===== config.mk =====
export PLATFORM = sky130hd
export DESIGN_NAME = field_bank
export DESIGN_NICKNAME = d
export VERILOG_FILES = /design/src/field_sync.v /design/src/field_bank.v
export VERILOG_INCLUDE_DIRS = /design/src /design/src/src
export SDC_FILE = /design/constraint.sdc
export NUM_CORES = 1
export LEC_CHECK = 0
export BUFFER_PORTS_ARGS = -buffer_cell sky130_fd_sc_hd__buf_2
export CORE_MARGIN = 3
export CORE_UTILIZATION = 54
export DETAILED_ROUTE_END_ITERATION = 7
export GPL_TIMING_DRIVEN = 1
export PLACE_DENSITY = 0.79
export SLEW_MARGIN = 5
export SYNTH_ARGS = -nofsm -noshare
export SYNTH_HDL_FRONTEND = slang
export SYNTH_SLANG_ARGS = --single-unit

===== constraint.sdc =====
create_clock -name clk -period 2.75 [get_ports clk]
set_input_delay 0 -clock clk [delete_from_list [all_inputs] [get_ports clk]]
set_output_delay 0 -clock clk [all_outputs]
set_load 0.01 [all_outputs]

===== src/field_bank_consts.vh =====
/*
 field_bank_consts.vh: offsets, field positions and reset values for the
 register field cell bank.
 assumes: included by bare name from design files under src/.
*/
`ifndef FIELD_BANK_CONSTS_VH
`define FIELD_BANK_CONSTS_VH

// register byte offsets, one 32-bit word each
`define OFS_READ_ONLY      6'h00
`define OFS_CLEAR_ON_READ  6'h04
`define OFS_WRITE_ONLY     6'h08
`define OFS_WRITE_ONE_CLR  6'h0c
`define OFS_WRITE_ZERO_CLR 6'h10
`define OFS_LATCH_STATUS   6'h14
`define OFS_SELF_CLEAR     6'h18
`define OFS_IRQ_STATUS     6'h1c
`define OFS_IRQ_CLEAR      6'h20
`define OFS_IRQ_ENABLE     6'h24

// word index of each register, used by the decoder
`define IDX_READ_ONLY      4'h0
`define IDX_CLEAR_ON_READ  4'h1
`define IDX_WRITE_ONLY     4'h2
`define IDX_WRITE_ONE_CLR  4'h3
`define IDX_WRITE_ZERO_CLR 4'h4
`define IDX_LATCH_STATUS   4'h5
`define IDX_SELF_CLEAR     4'h6
`define IDX_IRQ_STATUS     4'h7
`define IDX_IRQ_CLEAR      4'h8
`define IDX_IRQ_ENABLE     4'h9

// field widths and positions
`define FIELD_W            8
`define LATCH_LOW_LSB      0
`define LATCH_HIGH_LSB     8

// interrupt status bit positions
`define IRQ_COR_SET        0
`define IRQ_W1C_SET        1
`define IRQ_W0C_SET        2
`define IRQ_LATCH_LOW      3
`define IRQ_LATCH_HIGH     4
`define IRQ_SC_DONE        5
`define IRQ_UNMAPPED       6
`define IRQ_W              7

// reset values
`define RST_FIELD          8'h00
`define RST_WRITE_ONLY     8'h00
`define RST_W0C            8'h00
`define RST_LATCH_LOW      8'hff
`define RST_LATCH_HIGH     8'h00
`define RST_IRQ            7'h00
`define RST_RDATA          32'h0000_0000

// read data for unspecified and unmapped reads
`define RDATA_UNSPEC       32'h0000_0000
`define RDATA_UNMAPPED     32'hdead_beef

`endif


===== src/field_sync.v =====
/*
 field_sync.v: two-flop synchroniser bank for status and event inputs.
 assumes: single clk domain, asynchronous active-low reset.
*/
`timescale 1ns/1ps
module field_sync #(
   parameter W = 8
) (
   clk,
   resetn,
   async_in,
   sync_out
);
   input  wire         clk;
   input  wire         resetn;
   input  wire [W-1:0] async_in;
   output reg  [W-1:0] sync_out;

   reg [W-1:0] meta_q;

   // first stage is read only by the second stage
   always @(posedge clk or negedge resetn) begin
      if (!resetn) begin
         meta_q   <= {W{1'b0}};
         sync_out <= {W{1'b0}};
      end else begin
         meta_q   <= async_in;
         sync_out <= meta_q;
      end
   end
endmodule // field_sync


===== src/field_bank.v =====
/*
 field_bank.v: bank of register field cells, one register per access
 attribute, latched-low and latched-high sharing one, reached over avalon-mm with waitrequest, plus sticky
 interrupt status, enable and clear registers.
 assumes: host drives avalon-mm on clk; hw status and event inputs may
 come from other domains and are synchronised here.
*/
// Local design decisions: the Avalon-MM register port and the register offsets.
`timescale 1ns/1ps
`include "field_bank_consts.vh"

// What this block does
// RL1: the read-only register returns the live status value and ignores writes.
// RL2: the clear-on-read register returns its value and is cleared by that read; writes do nothing.
// RL3: the write-only register stores writes but reads back an unspecified fixed value.
// RL4: in the write-one-clear register each one written clears that bit, zeros keep it.
// RL5: in the write-zero-clear register each zero written clears that bit, ones keep it.
// RL6: latched-low status bits stay low after their condition falls until a read releases them.
// RL7: latched-high status bits stay high after their condition rises until a read releases them.
// RL8: self-clearing bits set by a write return to zero by themselves next cycle; zero writes do nothing.
// RL9: the host writes zeros to reserved bits; reserved bits read as zero with no guarantee.
// RL10: every register is reachable by the host over the management bus.
// RL11: a write changes only writable fields per their semantics and all state resets defined.
module field_bank (
   clk,
   resetn,
   avs_address,
   avs_read,
   avs_write,
   avs_writedata,
   avs_byteenable,
   avs_readdata,
   avs_waitrequest,
   hw_status,
   hw_cor_event,
   hw_w1c_event,
   hw_w0c_event,
   hw_latch_low_cond,
   hw_latch_high_cond,
   write_only_value,
   self_clear_pulse,
   irq
);
   input  wire                    clk;
   input  wire                    resetn;
   input  wire [5:0]              avs_address;
   input  wire                    avs_read;
   input  wire                    avs_write;
   input  wire [31:0]             avs_writedata;
   input  wire [3:0]              avs_byteenable;
   output reg  [31:0]             avs_readdata;
   output reg                     avs_waitrequest;
   input  wire [`FIELD_W-1:0]     hw_status;
   input  wire [`FIELD_W-1:0]     hw_cor_event;
   input  wire [`FIELD_W-1:0]     hw_w1c_event;
   input  wire [`FIELD_W-1:0]     hw_w0c_event;
   input  wire [`FIELD_W-1:0]     hw_latch_low_cond;
   input  wire [`FIELD_W-1:0]     hw_latch_high_cond;
   output reg  [`FIELD_W-1:0]     write_only_value;
   output reg  [`FIELD_W-1:0]     self_clear_pulse;
   output reg                     irq;

   // synchronised hardware side
   wire [`FIELD_W-1:0] st_s;
   wire [`FIELD_W-1:0] cor_s;
   wire [`FIELD_W-1:0] w1c_s;
   wire [`FIELD_W-1:0] w0c_s;
   wire [`FIELD_W-1:0] ll_n_s;
   wire [`FIELD_W-1:0] ll_s;
   wire [`FIELD_W-1:0] lh_s;

   // latch-low condition crosses inverted so the synchroniser's reset
   // value reads as "condition high" and no false latch follows reset
   assign ll_s = ~ll_n_s;

   field_sync #(.W(6*`FIELD_W)) u_sync (
      .clk      (clk),
      .resetn   (resetn),
      .async_in ({hw_status, hw_cor_event, hw_w1c_event, hw_w0c_event,
                  ~hw_latch_low_cond, hw_latch_high_cond}),
      .sync_out ({st_s, cor_s, w1c_s, w0c_s, ll_n_s, lh_s})
   );

   // field state
   reg  [`FIELD_W-1:0] cor_q;
   reg  [`FIELD_W-1:0] cor_d;
   reg  [`FIELD_W-1:0] w1c_q;
   reg  [`FIELD_W-1:0] w1c_d;
   reg  [`FIELD_W-1:0] w0c_q;
   reg  [`FIELD_W-1:0] w0c_d;
   reg  [`FIELD_W-1:0] ll_q;
   reg  [`FIELD_W-1:0] ll_d;
   reg  [`FIELD_W-1:0] lh_q;
   reg  [`FIELD_W-1:0] lh_d;
   reg  [`FIELD_W-1:0] wo_d;
   reg  [`FIELD_W-1:0] sc_d;
   reg  [`IRQ_W-1:0]   ist_q;
   reg  [`IRQ_W-1:0]   ist_d;
   reg  [`IRQ_W-1:0]   ien_q;
   reg  [`IRQ_W-1:0]   ien_d;
   reg  [31:0]         rdata_d;
   reg                 irq_d;

   // previous synchronised conditions, for latch entry events
   reg  [`FIELD_W-1:0] ll_prev_q;
   reg  [`FIELD_W-1:0] lh_prev_q;

   // bus access is one cycle: waitrequest drops on the cycle after request
   wire       req   = (avs_read | avs_write) & avs_waitrequest;
   wire       wr    = avs_write & req;
   wire       rd    = avs_read & req;
   wire [3:0] index = avs_address[5:2];
   wire       be0   = avs_byteenable[0];
   wire       be1   = avs_byteenable[1];
   wire [7:0] wd0   = avs_writedata[7:0];

   // 1 when the word index matches the register index, keeps the decode short at each site
   function hit;
      input [3:0] a;
      input [3:0] b;
      begin
         hit = (a == b);
      end
   endfunction

   // map an index to known register, unmapped otherwise
   function mapped;
      input [3:0] a;
      begin
         mapped = (a <= `IDX_IRQ_ENABLE);
      end
   endfunction

   // next state of every field; hardware set wins over software clear
   always @* begin
      cor_d   = cor_q | cor_s;                              // [RL2]
      w1c_d   = w1c_q;
      w0c_d   = w0c_q;
      ll_d    = ll_q & ll_s;                                // [RL6]
      lh_d    = lh_q | lh_s;                                // [RL7]
      wo_d    = write_only_value;
      sc_d    = {`FIELD_W{1'b0}};                           // [RL8]
      ist_d   = ist_q;
      ien_d   = ien_q;
      rdata_d = `RST_RDATA;
      // write side: only writable fields move [RL11]
      if (wr && be0) begin
         if (hit(index, `IDX_WRITE_ONLY))
            wo_d = wd0;                                     // [RL3]
         if (hit(index, `IDX_WRITE_ONE_CLR))
            w1c_d = w1c_q & ~wd0;                           // [RL4]
         if (hit(index, `IDX_WRITE_ZERO_CLR))
            w0c_d = w0c_q & wd0;                            // [RL5]
         if (hit(index, `IDX_SELF_CLEAR))
            sc_d = wd0;                                     // [RL8]
         if (hit(index, `IDX_IRQ_CLEAR))
            ist_d = ist_q & ~wd0[`IRQ_W-1:0];
         if (hit(index, `IDX_IRQ_ENABLE))
            ien_d = wd0[`IRQ_W-1:0];
      end
      // read side [RL10]; reserved bits read as zero [RL9]
      if (rd) begin
         case (index)
            `IDX_READ_ONLY:      rdata_d = {24'h000000, st_s};  // [RL1]
            `IDX_CLEAR_ON_READ: begin
               rdata_d = {24'h000000, cor_q};
               cor_d   = cor_s;                             // [RL2]
            end
            `IDX_WRITE_ONLY:     rdata_d = `RDATA_UNSPEC;   // [RL3]
            `IDX_WRITE_ONE_CLR:  rdata_d = {24'h000000, w1c_q};
            `IDX_WRITE_ZERO_CLR: rdata_d = {24'h000000, w0c_q};
            `IDX_LATCH_STATUS: begin
               rdata_d = {16'h0000, lh_q, ll_q};
               ll_d    = ll_s;                              // [RL6]
               lh_d    = lh_s;                              // [RL7]
            end
            `IDX_SELF_CLEAR:     rdata_d = {24'h000000, self_clear_pulse};
            `IDX_IRQ_STATUS:     rdata_d = {25'h0000000, ist_q};
            `IDX_IRQ_ENABLE:     rdata_d = {25'h0000000, ien_q};
            `IDX_IRQ_CLEAR:      rdata_d = `RDATA_UNSPEC;
            default:             rdata_d = `RDATA_UNMAPPED;
         endcase
      end
      // hardware sets the w1c/w0c fields after any clear, so it wins
      w1c_d = w1c_d | w1c_s;
      w0c_d = w0c_d | w0c_s;
      // sticky event bits are set last so a set beats a clear
      if (|cor_s)
         ist_d[`IRQ_COR_SET] = 1'b1;
      if (|w1c_s)
         ist_d[`IRQ_W1C_SET] = 1'b1;
      if (|w0c_s)
         ist_d[`IRQ_W0C_SET] = 1'b1;
      if (|(ll_prev_q & ~ll_s))
         ist_d[`IRQ_LATCH_LOW] = 1'b1;
      if (|(~lh_prev_q & lh_s))
         ist_d[`IRQ_LATCH_HIGH] = 1'b1;
      if (|self_clear_pulse)
         ist_d[`IRQ_SC_DONE] = 1'b1;
      if (req && !mapped(index))
         ist_d[`IRQ_UNMAPPED] = 1'b1;
      irq_d = |(ist_d & ien_d);
   end

   // all state takes defined values at reset [RL11]
   always @(posedge clk or negedge resetn) begin
      if (!resetn) begin
         cor_q            <= `RST_FIELD;
         w1c_q            <= `RST_FIELD;
         w0c_q            <= `RST_W0C;
         ll_q             <= `RST_LATCH_LOW;
         lh_q             <= `RST_LATCH_HIGH;
         ll_prev_q        <= `RST_LATCH_LOW;
         lh_prev_q        <= `RST_LATCH_HIGH;
         write_only_value <= `RST_WRITE_ONLY;
         self_clear_pulse <= `RST_FIELD;
         ist_q            <= `RST_IRQ;
         ien_q            <= `RST_IRQ;
         irq              <= 1'b0;
         avs_readdata     <= `RST_RDATA;
         avs_waitrequest  <= 1'b1;
      end else begin
         cor_q            <= cor_d;
         w1c_q            <= w1c_d;
         w0c_q            <= w0c_d;
         ll_q             <= ll_d;
         lh_q             <= lh_d;
         ll_prev_q        <= ll_s;
         lh_prev_q        <= lh_s;
         write_only_value <= wo_d;
         self_clear_pulse <= sc_d;                          // [RL8]
         ist_q            <= ist_d;
         ien_q            <= ien_d;
         irq              <= irq_d;
         if (req)
            avs_readdata  <= rdata_d;
         // drop waitrequest for one cycle per request
         avs_waitrequest  <= ~req;
      end
   end
endmodule // field_bank


==> results.json, run 1 <==
{
  "relSlewSlack": 0.524,
  "track_usage": 0.245,
  "fp.dieH_um": 121,
  "post_cts.repair.setup_buffers": 0,
  "ys_ff_latch": 201,
  "antenna_found_initial": 0,
  "drv_cap": 0,
  "drv_slew": 0,
  "rsz0062_at_grt": "no",
  "viasPerCell": 5.39,
  "min_period_over_period": 0.888,
  "routabilityCongestion": 0.922,
  "cts.sinks": 201,
  "netlist_instances": 538,
  "grt_pass1_vias": 5123,
  "synthFlopType": "dfrtp_1",
  "start_util": 0.558,
  "design.core.area_sq_um": 12700,
  "root_buffer": "clkbuf_16",
  "drc": 0,
  "diodes": 0,
  "cts_tree": "yes",
  "synth_common_cells": "dfrtp_1, nand2_1, inv_1",
  "die_w_um": 121,
  "status": "complete, no violations",
  "slowest_stage": "dfstp_2",
  "power.density_nw_per_um2": 729,
  "synth_top_area_share": 0.649,
  "critPathCaptureType": "flip-flop",
  "cpPeakStageDelay_ps": 570,
  "grt_pass1_wl_mm": 27.5,
  "synth_area_sq_um": 7100,
  "synth_edf_count": 0,
  "crit_chain": "and3_1 > nand2_1 > mux2_2 > a2111o_1 > or4b_1",
  "p_sw_mw": 1.57,
  "hpwl_mm": 11.1,
  "yosysMostFrequentCell": "dfrtp_1",
  "startpoint_type": "flip-flop",
  "fin_crit_ps": 2440,
  "portBuffers": 109,
  "setup_viol": 0,
  "path_max_fanout": 6,
  "clkLatencyLatePin_ps": 500,
  "grt_overflow_total": 0,
  "cts_buffer_depth": 3,
  "power_frac_seq": 0.486,
  "clk_pin_slew_ps": 60,
  "h-tree-depth": 1,
  "critical_path_class": "reg2reg",
  "yosys_warnings": 0,
  "area_delta_synth_final_pct": 28.5,
  "p_leak_nw": 4.23,
  "cts-buffers-inserted": 21,
  "setup-tns-final_ps": 0,
  "std_cell_rows": 41,
  "die_area_sq_um": 14600,
  "ir_drop_uv": 752,
  "grt_max_degree": 92,
  "async_flop_share": 1.00,
  "switching_share": 0.236,
  "drive_gt1_frac": 0.264,
  "pwr-share-comb": 0.091,
  "drt_wl_total_mm": 17.2,
  "drtAntennaViolNets": 0,
  "io_pins": 144,
  "vias": 4849,
  "first_iter_violations": 315,
  "layout.cells.non_filler": 899,
  "synth_cell_types": 51,
  "wl_per_cell_um": 19.1,
  "pwr-share-clk": 0.423,
  "synth.largest_area_cell": "dfrtp_1",
  "critical_path_required_ps": 3110,
  "dr.pass1.iters": 5,
  "syn_avg_cell_area_sq_um": 13.2,
  "arrival_ps": 2800,
  "nets": 807,
  "intPower_mw": 5.08,
  "skew_ps": 14.9,
  "synth_seq_area_share": 0.712,
  "clock.fmax_mhz": 410,
  "tightest_slew_ps": 714,
  "hold_violations": 0,
  "dp_cells": 802,
  "holdCritPathClass": "in2reg",
  "synth.area.top_cells": "dfrtp_1, dfstp_2, nand2_1"
}
==> layout make-up <==
type / instances / area (sq um)
Clock buffer: 27 / 608
Inverter: 29 / 109
Multi-Input combinational cell: 277 / 1760
Sequential cell: 201 / 5050
Tap cell: 172 / 215
Timing Repair Buffer: 183 / 1280
Fill cell: 894 / 3600
Clock inverter: 10 / 95.1
==> through the flow <==
stage | power [mW] | instance area, sq um | setup slack [ps] | utilization | hold WS [ps]
final | 6.65 | 9120 | 308 | 0.717 | 26.7
after global routing | 6.90 | 9120 | 252 | 0.717 | 24.4
after CTS | 6.67 | 9120 | 297 | 0.717 | 5.76
after detailed placement | 3.82 | 7820 | 331 | 0.614 | 109
after global placement | 3.80 | 7820 | 371 | 0.614 | 86.6
after floorplan | 3.55 | 7110 | 490 | - | -296
==> per-layer routing <==
layer  vias up  wire length (um)  track usage
met5         -                 0            0
met4         0               455       0.0630
met3        34               951       0.0384
met2       180              8670        0.427
met1      2430              7100        0.324
li1       2205                 -            -
==> placed cells by master, fill, tap and decap left out, types with 5 or more instances in the layout <==
cell type / Yosys / final
and2_1: 8 / 8
clkbuf_8: 0 / 7
dfrtp_1: 184 / 184
nand2_1: 49 / 49
clkinv_2: 0 / 5
nand3_1: 19 / 19
buf_2: 1 / 108
buf_4: 16 / 12
o21ai_0: 28 / 28
dlygate4sd3_1: 0 / 60
nor2_1: 23 / 23
clkbuf_16: 0 / 21
a21oi_1: 7 / 7
a22o_1: 6 / 6
nand2b_1: 8 / 8
mux2i_1: 8 / 8
mux2_2: 11 / 11
nor4_1: 12 / 12
a221o_1: 6 / 6
a22oi_1: 6 / 6
inv_1: 29 / 29
o22ai_1: 6 / 6
conb_1: 1 / 5
dfstp_2: 17 / 17
a32oi_1: 5 / 5
a21o_1: 24 / 24
==> critical path: cells and delay by family, from the launching register on <==
family	cells	cell delay, ps
AO/OA/AOI/OAI	1	390
flip-flops	1	570
multiplexers	1	330
AND/OR/NAND/NOR	3	1030
==> final timing paths <==
kind | from | to | slack [ps] | cells past startpoint
max reg2reg | avs_waitrequest | irq | 310 | 5
max | avs_waitrequest | irq | 310 | 5
min | avs_byteenable[0] | self_clear_pulse[1] | 30 | 4
min reg2reg | u_sync.meta_q[22] | u_sync.sync_out[22] | 340 | 0
min in group asynchronous | resetn | u_sync.sync_out[2] | 120 | 2
max in group asynchronous | resetn | w1c_q[7] | 1820 | 3
==> sequential cells by signal, summed over array words and instances (netlist names), 8 cells and up <==
signal	cells
avs_readdata	17
cor_q	8
lh_prev_q	8
lh_q	8
ll_prev_q	8
ll_q	8
self_clear_pulse	8
u_sync.meta_q	48
u_sync.sync_out	48
w0c_q	8
w1c_q	8
write_only_value	8
==> power by group through the flow <==
stage	clock network [mW]	registers, mW	logic [mW]
2_1_floorplan	0	3.29	0.259
3_3_place_gp	0	3.27	0.530
3_5_place_dp	0	3.28	0.539
4_1_cts	2.83	3.23	0.606
5_1_grt	2.98	3.25	0.667
6_report	2.81	3.23	0.607
==> cells by family (layout without fill, tap and decap cells) <==
group	Yosys count	count (layout)	share of synthesized area
other	1	5	0.000528
buffers and inverters	64	249	0.0425
AO/OA/AOI/OAI	116	116	0.120
multiplexers	19	19	0.0287
AND/OR/NAND/NOR	137	137	0.0968
flip-flops	201	201	0.712
==> what timing repair did <==
item	CTS	global route
hold buffers	60	0
hold endpoints to repair	185	0
endpoints found under the setup margin	0	0
gates resized for setup	0	0
Note: power is estimated with default switching activity, not from simulation.
==> run 2, diff against run 1 <==
Settings changed: GPL_TIMING_DRIVEN 1 to 0, SLEW_MARGIN 5 to 20.
==> run 2 against run 1 <==
- register-to-register slack worse by 170 ps
- routed wire length is 5.1% higher
- global-route usage is 1.2 points higher
- setup slack worse by 170 ps
- total power hardly changed
- die area stayed put
- sequential share of layout area is 0.73 points lower
- via count is 1.2% higher
- critical endpoint unchanged
- largest power group unchanged
==> results.json, run 2 (same netlist as run 1, synthesis figures left out) <==
{
  "diodes": 0,
  "portBuffers": 109,
  "grt_use_met1": 0.352,
  "drive_gt1_frac": 0.261,
  "area_delta_synth_final_pct": 30.3,
  "r2r_start": "avs_waitrequest",
  "cts_buffer_depth": 3,
  "top_usage_layer": "met2",
  "final_cell_mix": "dfrtp_1, buf_2, dlygate4sd3_1, nand2_1, inv_1",
  "min_period_over_period": 0.950,
  "reg.largest.list": "u_sync.meta_q: 48 flops, u_sync.sync_out: 48 flops, avs_readdata: 17 flops",
  "startpoint": "avs_waitrequest",
  "grt_max_degree": 91,
  "vias": 4908,
  "design.core.area_sq_um": 12700,
  "clkLatencyLatePin_ps": 490,
  "die_w_um": 121,
  "skew_ps": 10.7,
  "r2r_slack_ps": 140,
  "io_pins": 144,
  "status": "complete, no violations",
  "slowest_stage": "dfstp_2",
  "dr.pass1.iters": 5,
  "track_usage": 0.257,
  "path_max_fanout": 10,
  "hold_violations": 0,
  "arrival_ps": 2970,
  "layout.cells.non_filler": 923,
  "fin_util": 0.727,
  "root_buffer": "clkbuf_16",
  "hpwl_mm": 12.1,
  "first_iter_violations": 303,
  "h-tree-depth": 1,
  "fp.dieH_um": 121,
  "critical_path_class": "reg2reg",
  "grt_pass1_wl_mm": 28.7,
  "start_util": 0.558,
  "drtAntennaViolNets": 0,
  "p_leak_nw": 4.28,
  "grt_overflow_total": 0,
  "die_area_sq_um": 14600,
  "wl_per_cell_um": 19.6,
  "std_cell_rows": 41,
  "cts-buffers-inserted": 20,
  "critPathCaptureType": "flip-flop",
  "viasPerCell": 5.32,
  "drc": 0,
  "crit_chain": "nand3_1 > clkbuf_2 > o31ai_1 > a32oi_1 > a2111o_1 > or4b_1",
  "rsz0062_at_grt": "no",
  "cts_tree": "yes",
  "relSlewSlack": 0.393,
  "grt_util_met3": 0.0533,
  "routabilityCongestion": 0.903,
  "grt_pass1_vias": 5209,
  "holdCritPathClass": "in2async",
  "post_cts.repair.setup_buffers": 0,
  "ir_drop_uv": 688,
  "antenna_found_initial": 0,
  "cpPeakStageDelay_ps": 560,
  "nets": 831,
  "clock.fmax_mhz": 383,
  "tightest_slew_ps": 903,
  "cts.sinks": 201,
  "fin_crit_ps": 2610,
  "clk_pin_slew_ps": 60,
  "critical_path_required_ps": 3100,
  "met2_usage": 0.431,
  "drv_slew": 0,
  "power.density_nw_per_um2": 719,
  "final_common_cell": "dfrtp_1",
  "startpoint_type": "flip-flop",
  "setup_viol": 0,
  "dp_cells": 825,
  "drv_cap": 0,
  "drt_wl_total_mm": 18.1
}
## run 2: changes by cell type in the layout (fill, tap and decap cells not counted), sizes merged
cell	change
bufinv	+1
clkinvlp	+1
inv	-1
dlygate4sd3	+2
buf	+9
clkbuf	+12
## run 2: path summary, 6_finish.rpt
path                                        to  depth (start not counted)
setup / recovery                           irq                          6
hold / removal                u_sync.meta_q[2]                          2
setup reg to reg                           irq                          6
hold reg to reg            u_sync.sync_out[36]                          0
max in group asynchronous              ll_q[0]                          4
min in group clk                      ist_q[1]                          4
## run 2: critical path: cells and delay by family (launching register included)
kind | cells | cell delay, ps
AO/OA/AOI/OAI | 3 | 930
AND/OR/NAND/NOR | 2 | 730
flip-flops | 1 | 560
buffers and inverters | 1 | 270
## run 2: area by class of cell
| class | count | area, sq um |
|---|---|---|
| inverters | 29 | 109 |
| fillers | 892 | 3480 |
| clock inverters | 11 | 120 |
| repair buffers | 173 | 1230 |
| flip-flops and latches | 201 | 5050 |
| clock buffers | 25 | 561 |
| plain buffers | 35 | 194 |
| multi-input cells | 277 | 1760 |
| well taps | 172 | 215 |
## run 2: repair_timing
item,in CTS,in global routing
endpoints found under the hold margin,208,0
hold buffers,62,0
endpoints found under the setup margin,0,1
gates resized for setup,0,2
## run 2: metal layers
layer  part of all wire  up-vias  wire [um]
li1                   -     2264          -
met1               0.42     2440       7640
met2               0.49      177       8860
met3              0.072       27       1290
met4              0.015        0        275
met5                  0        -          0
## run 2: report_power, final
| group | total [mW] | switching (mW) | internal (mW) |
|---|---|---|---|
| Clock | 2.76 | 1.11 | 1.64 |
| Combinational | 0.655 | 0.353 | 0.302 |
| Sequential | 3.23 | 0.0929 | 3.14 |
| Total | 6.65 | 1.56 | 5.08 |
## run 2: stage by stage
stage | power (mW) | area (sq um) | TNS [ps] | hold slack, ps | setup slack (ps)
2_1_floorplan | 3.55 | 7110 | 0 | -296 | 490
3_3_place_gp | 3.83 | 7870 | -222850 | 108 | -1220
3_5_place_dp | 3.86 | 7940 | 0 | -77.6 | 120
4_1_cts | 6.69 | 9240 | 0 | 14.2 | 109
5_1_grt | 6.91 | 9240 | 0 | 36.8 | 39.0
6_report | 6.65 | 9240 | 0 | 11.3 | 138
==> run 3, diff against run 2 <==
Clock period 2.75 ns to 2.5 ns, I/O delays scaled along.
==> run 3 against run 2 <==
- register-to-register slack got worse by 60 ps
- final area is 0.57% higher
- clock-buffer cell count unchanged
- routed wire length is 0.88% higher
- critical path depth unchanged
- clock skew up 0.94 ps
- cell count up 0.22%
- combinational power grew 11%
- sequential power up 10%
- sequential share of layout area decreased by 0.31 points
- setup slack got worse by 61 ps
- global-route usage is 0.082 points higher
- largest cell class unchanged
==> results.json, run 3 (same netlist as run 1, synthesis figures left out) <==
{
  "fin_crit_ps": 2420,
  "power.density_nw_per_um2": 788,
  "layout.cells.non_filler": 925,
  "io_pins": 144,
  "wl_met3_mm": 1.27,
  "std_cell_rows": 41,
  "cts-buffers-inserted": 20,
  "dp_cells": 825,
  "first_iter_violations": 345,
  "post_cts.repair.setup_buffers": 0,
  "slowest_stage": "dfstp_2",
  "tightest_slew_ps": 771,
  "fin_util": 0.731,
  "nets": 833,
  "relSlewSlack": 0.481,
  "status": "complete, no violations",
  "drive_gt1_frac": 0.266,
  "wl_met1_mm": 7.72,
  "clkLatencyLatePin_ps": 490,
  "drtAntennaViolNets": 0,
  "grt_pass1_vias": 5232,
  "final_cell_mix": "dfrtp_1, buf_2, dlygate4sd3_1, nand2_1, inv_1",
  "critical_path_class": "reg2reg",
  "dr.pass1.iters": 5,
  "reg.largest.list": "u_sync.meta_q: 48 flops, u_sync.sync_out: 48 flops, avs_readdata: 17 flops",
  "final_common_cell": "dfrtp_1",
  "die_area_sq_um": 14600,
  "holdCritPathClass": "in2async",
  "start_util": 0.558,
  "cts.sinks": 201,
  "top_layer": "met4",
  "area_delta_synth_final_pct": 31.0,
  "antenna_found_initial": 0,
  "root_buffer": "clkbuf_16",
  "p_leak_nw": 4.30,
  "die_w_um": 121,
  "n_fill_cell": 882,
  "cpPeakStageDelay_ps": 580,
  "drv_cap": 0,
  "ir_drop_uv": 757,
  "skew_ps": 11.7,
  "wl_per_cell_um": 19.7,
  "grt_max_degree": 91,
  "min_period_over_period": 0.969,
  "power_mw": 7.32,
  "startpoint_type": "flip-flop",
  "clk_pin_slew_ps": 60,
  "met2_length_mm": 8.94,
  "viasPerCell": 5.34,
  "arrival_ps": 2780,
  "track_usage": 0.257,
  "critPathCaptureType": "flip-flop",
  "hold_violations": 0,
  "h-tree-depth": 1,
  "setup_viol": 0,
  "path_max_fanout": 9,
  "routabilityCongestion": 0.903,
  "cts_tree": "yes",
  "grt_pass1_wl_mm": 28.7,
  "fp.dieH_um": 121,
  "crit_chain": "and3_1 > buf_4 > nand2_2 > mux2_2 > a2111o_1 > or4b_1",
  "grt_overflow_total": 0,
  "drv_slew": 0,
  "cts_buffer_depth": 3,
  "drt_wl_total_mm": 18.2,
  "diodes": 0,
  "portBuffers": 109,
  "critical_path_required_ps": 2850,
  "vias": 4940,
  "hpwl_mm": 12.1,
  "design.core.area_sq_um": 12700,
  "r2r_slack_ps": 80,
  "clock.fmax_mhz": 413,
  "drc": 0
}
[run 3: report_power, final]
group	switching, mW	total (mW)	internal (mW)
sequential	0.105	3.56	3.45
clock	1.23	3.04	1.81
combinational	0.392	0.730	0.337
[run 3: critical path, delay by kind of cell (launching register included)]
| family | cells | cell delay, ps |
|---|---|---|
| compound gates | 1 | 400 |
| mux | 1 | 320 |
| flops | 1 | 580 |
| buf+inv | 1 | 190 |
| simple gates | 3 | 810 |
[run 3: per-stage QoR]
step                      setup WS, ps  hold slack, ps  instance area [sq um]  setup TNS [ps]
final                             76.7            10.2                   9300               0
after detailed placement          -130           -77.6                   7940            -139
after CTS                         25.0            19.4                   9270               0
after global routing             -1.08            36.8                   9300           -1.08
after floorplan                    240            -296                   7110               0
after global placement           -1470             108                   7870         -273220
[run 3: final timing paths]
check,from,endpoint,depth (start not counted)
setup / recovery,avs_waitrequest,irq,6
hold / removal,resetn,u_sync.sync_out[2],2
setup reg to reg,avs_waitrequest,irq,6
hold reg to reg,u_sync.meta_q[36],u_sync.sync_out[36],0
max in group asynchronous,resetn,ll_q[0],4
min in group clk,avs_address[5],ist_q[6],4
[run 3: cell type report]
| class | instances | area [sq um] | area share |
|---|---|---|---|
| well taps | 172 | 215 | 0.0231 |
| clock inverters | 11 | 120 | 0.0129 |
| multi-input cells | 277 | 1790 | 0.193 |
| clock buffers | 25 | 561 | 0.0603 |
| flip-flops and latches | 201 | 5050 | 0.543 |
| plain buffers | 35 | 199 | 0.0214 |
| inverters | 29 | 109 | 0.0117 |
| repair buffers | 175 | 1250 | 0.135 |
[run 3: layer usage]
layer,vias up,global-route usage
met4,0,0.0517
met5,-,0
met1,2464,0.350
met3,31,0.0566
met2,177,0.433
li1,2268,-
[run 3: what timing repair did]
action                                  4_1_cts  5_1_grt
endpoints found under the setup margin        5        1
hold buffers                                 64        0
gates cloned                                  0        0
resized for setup                             4        4
endpoints found under the hold margin       208        0
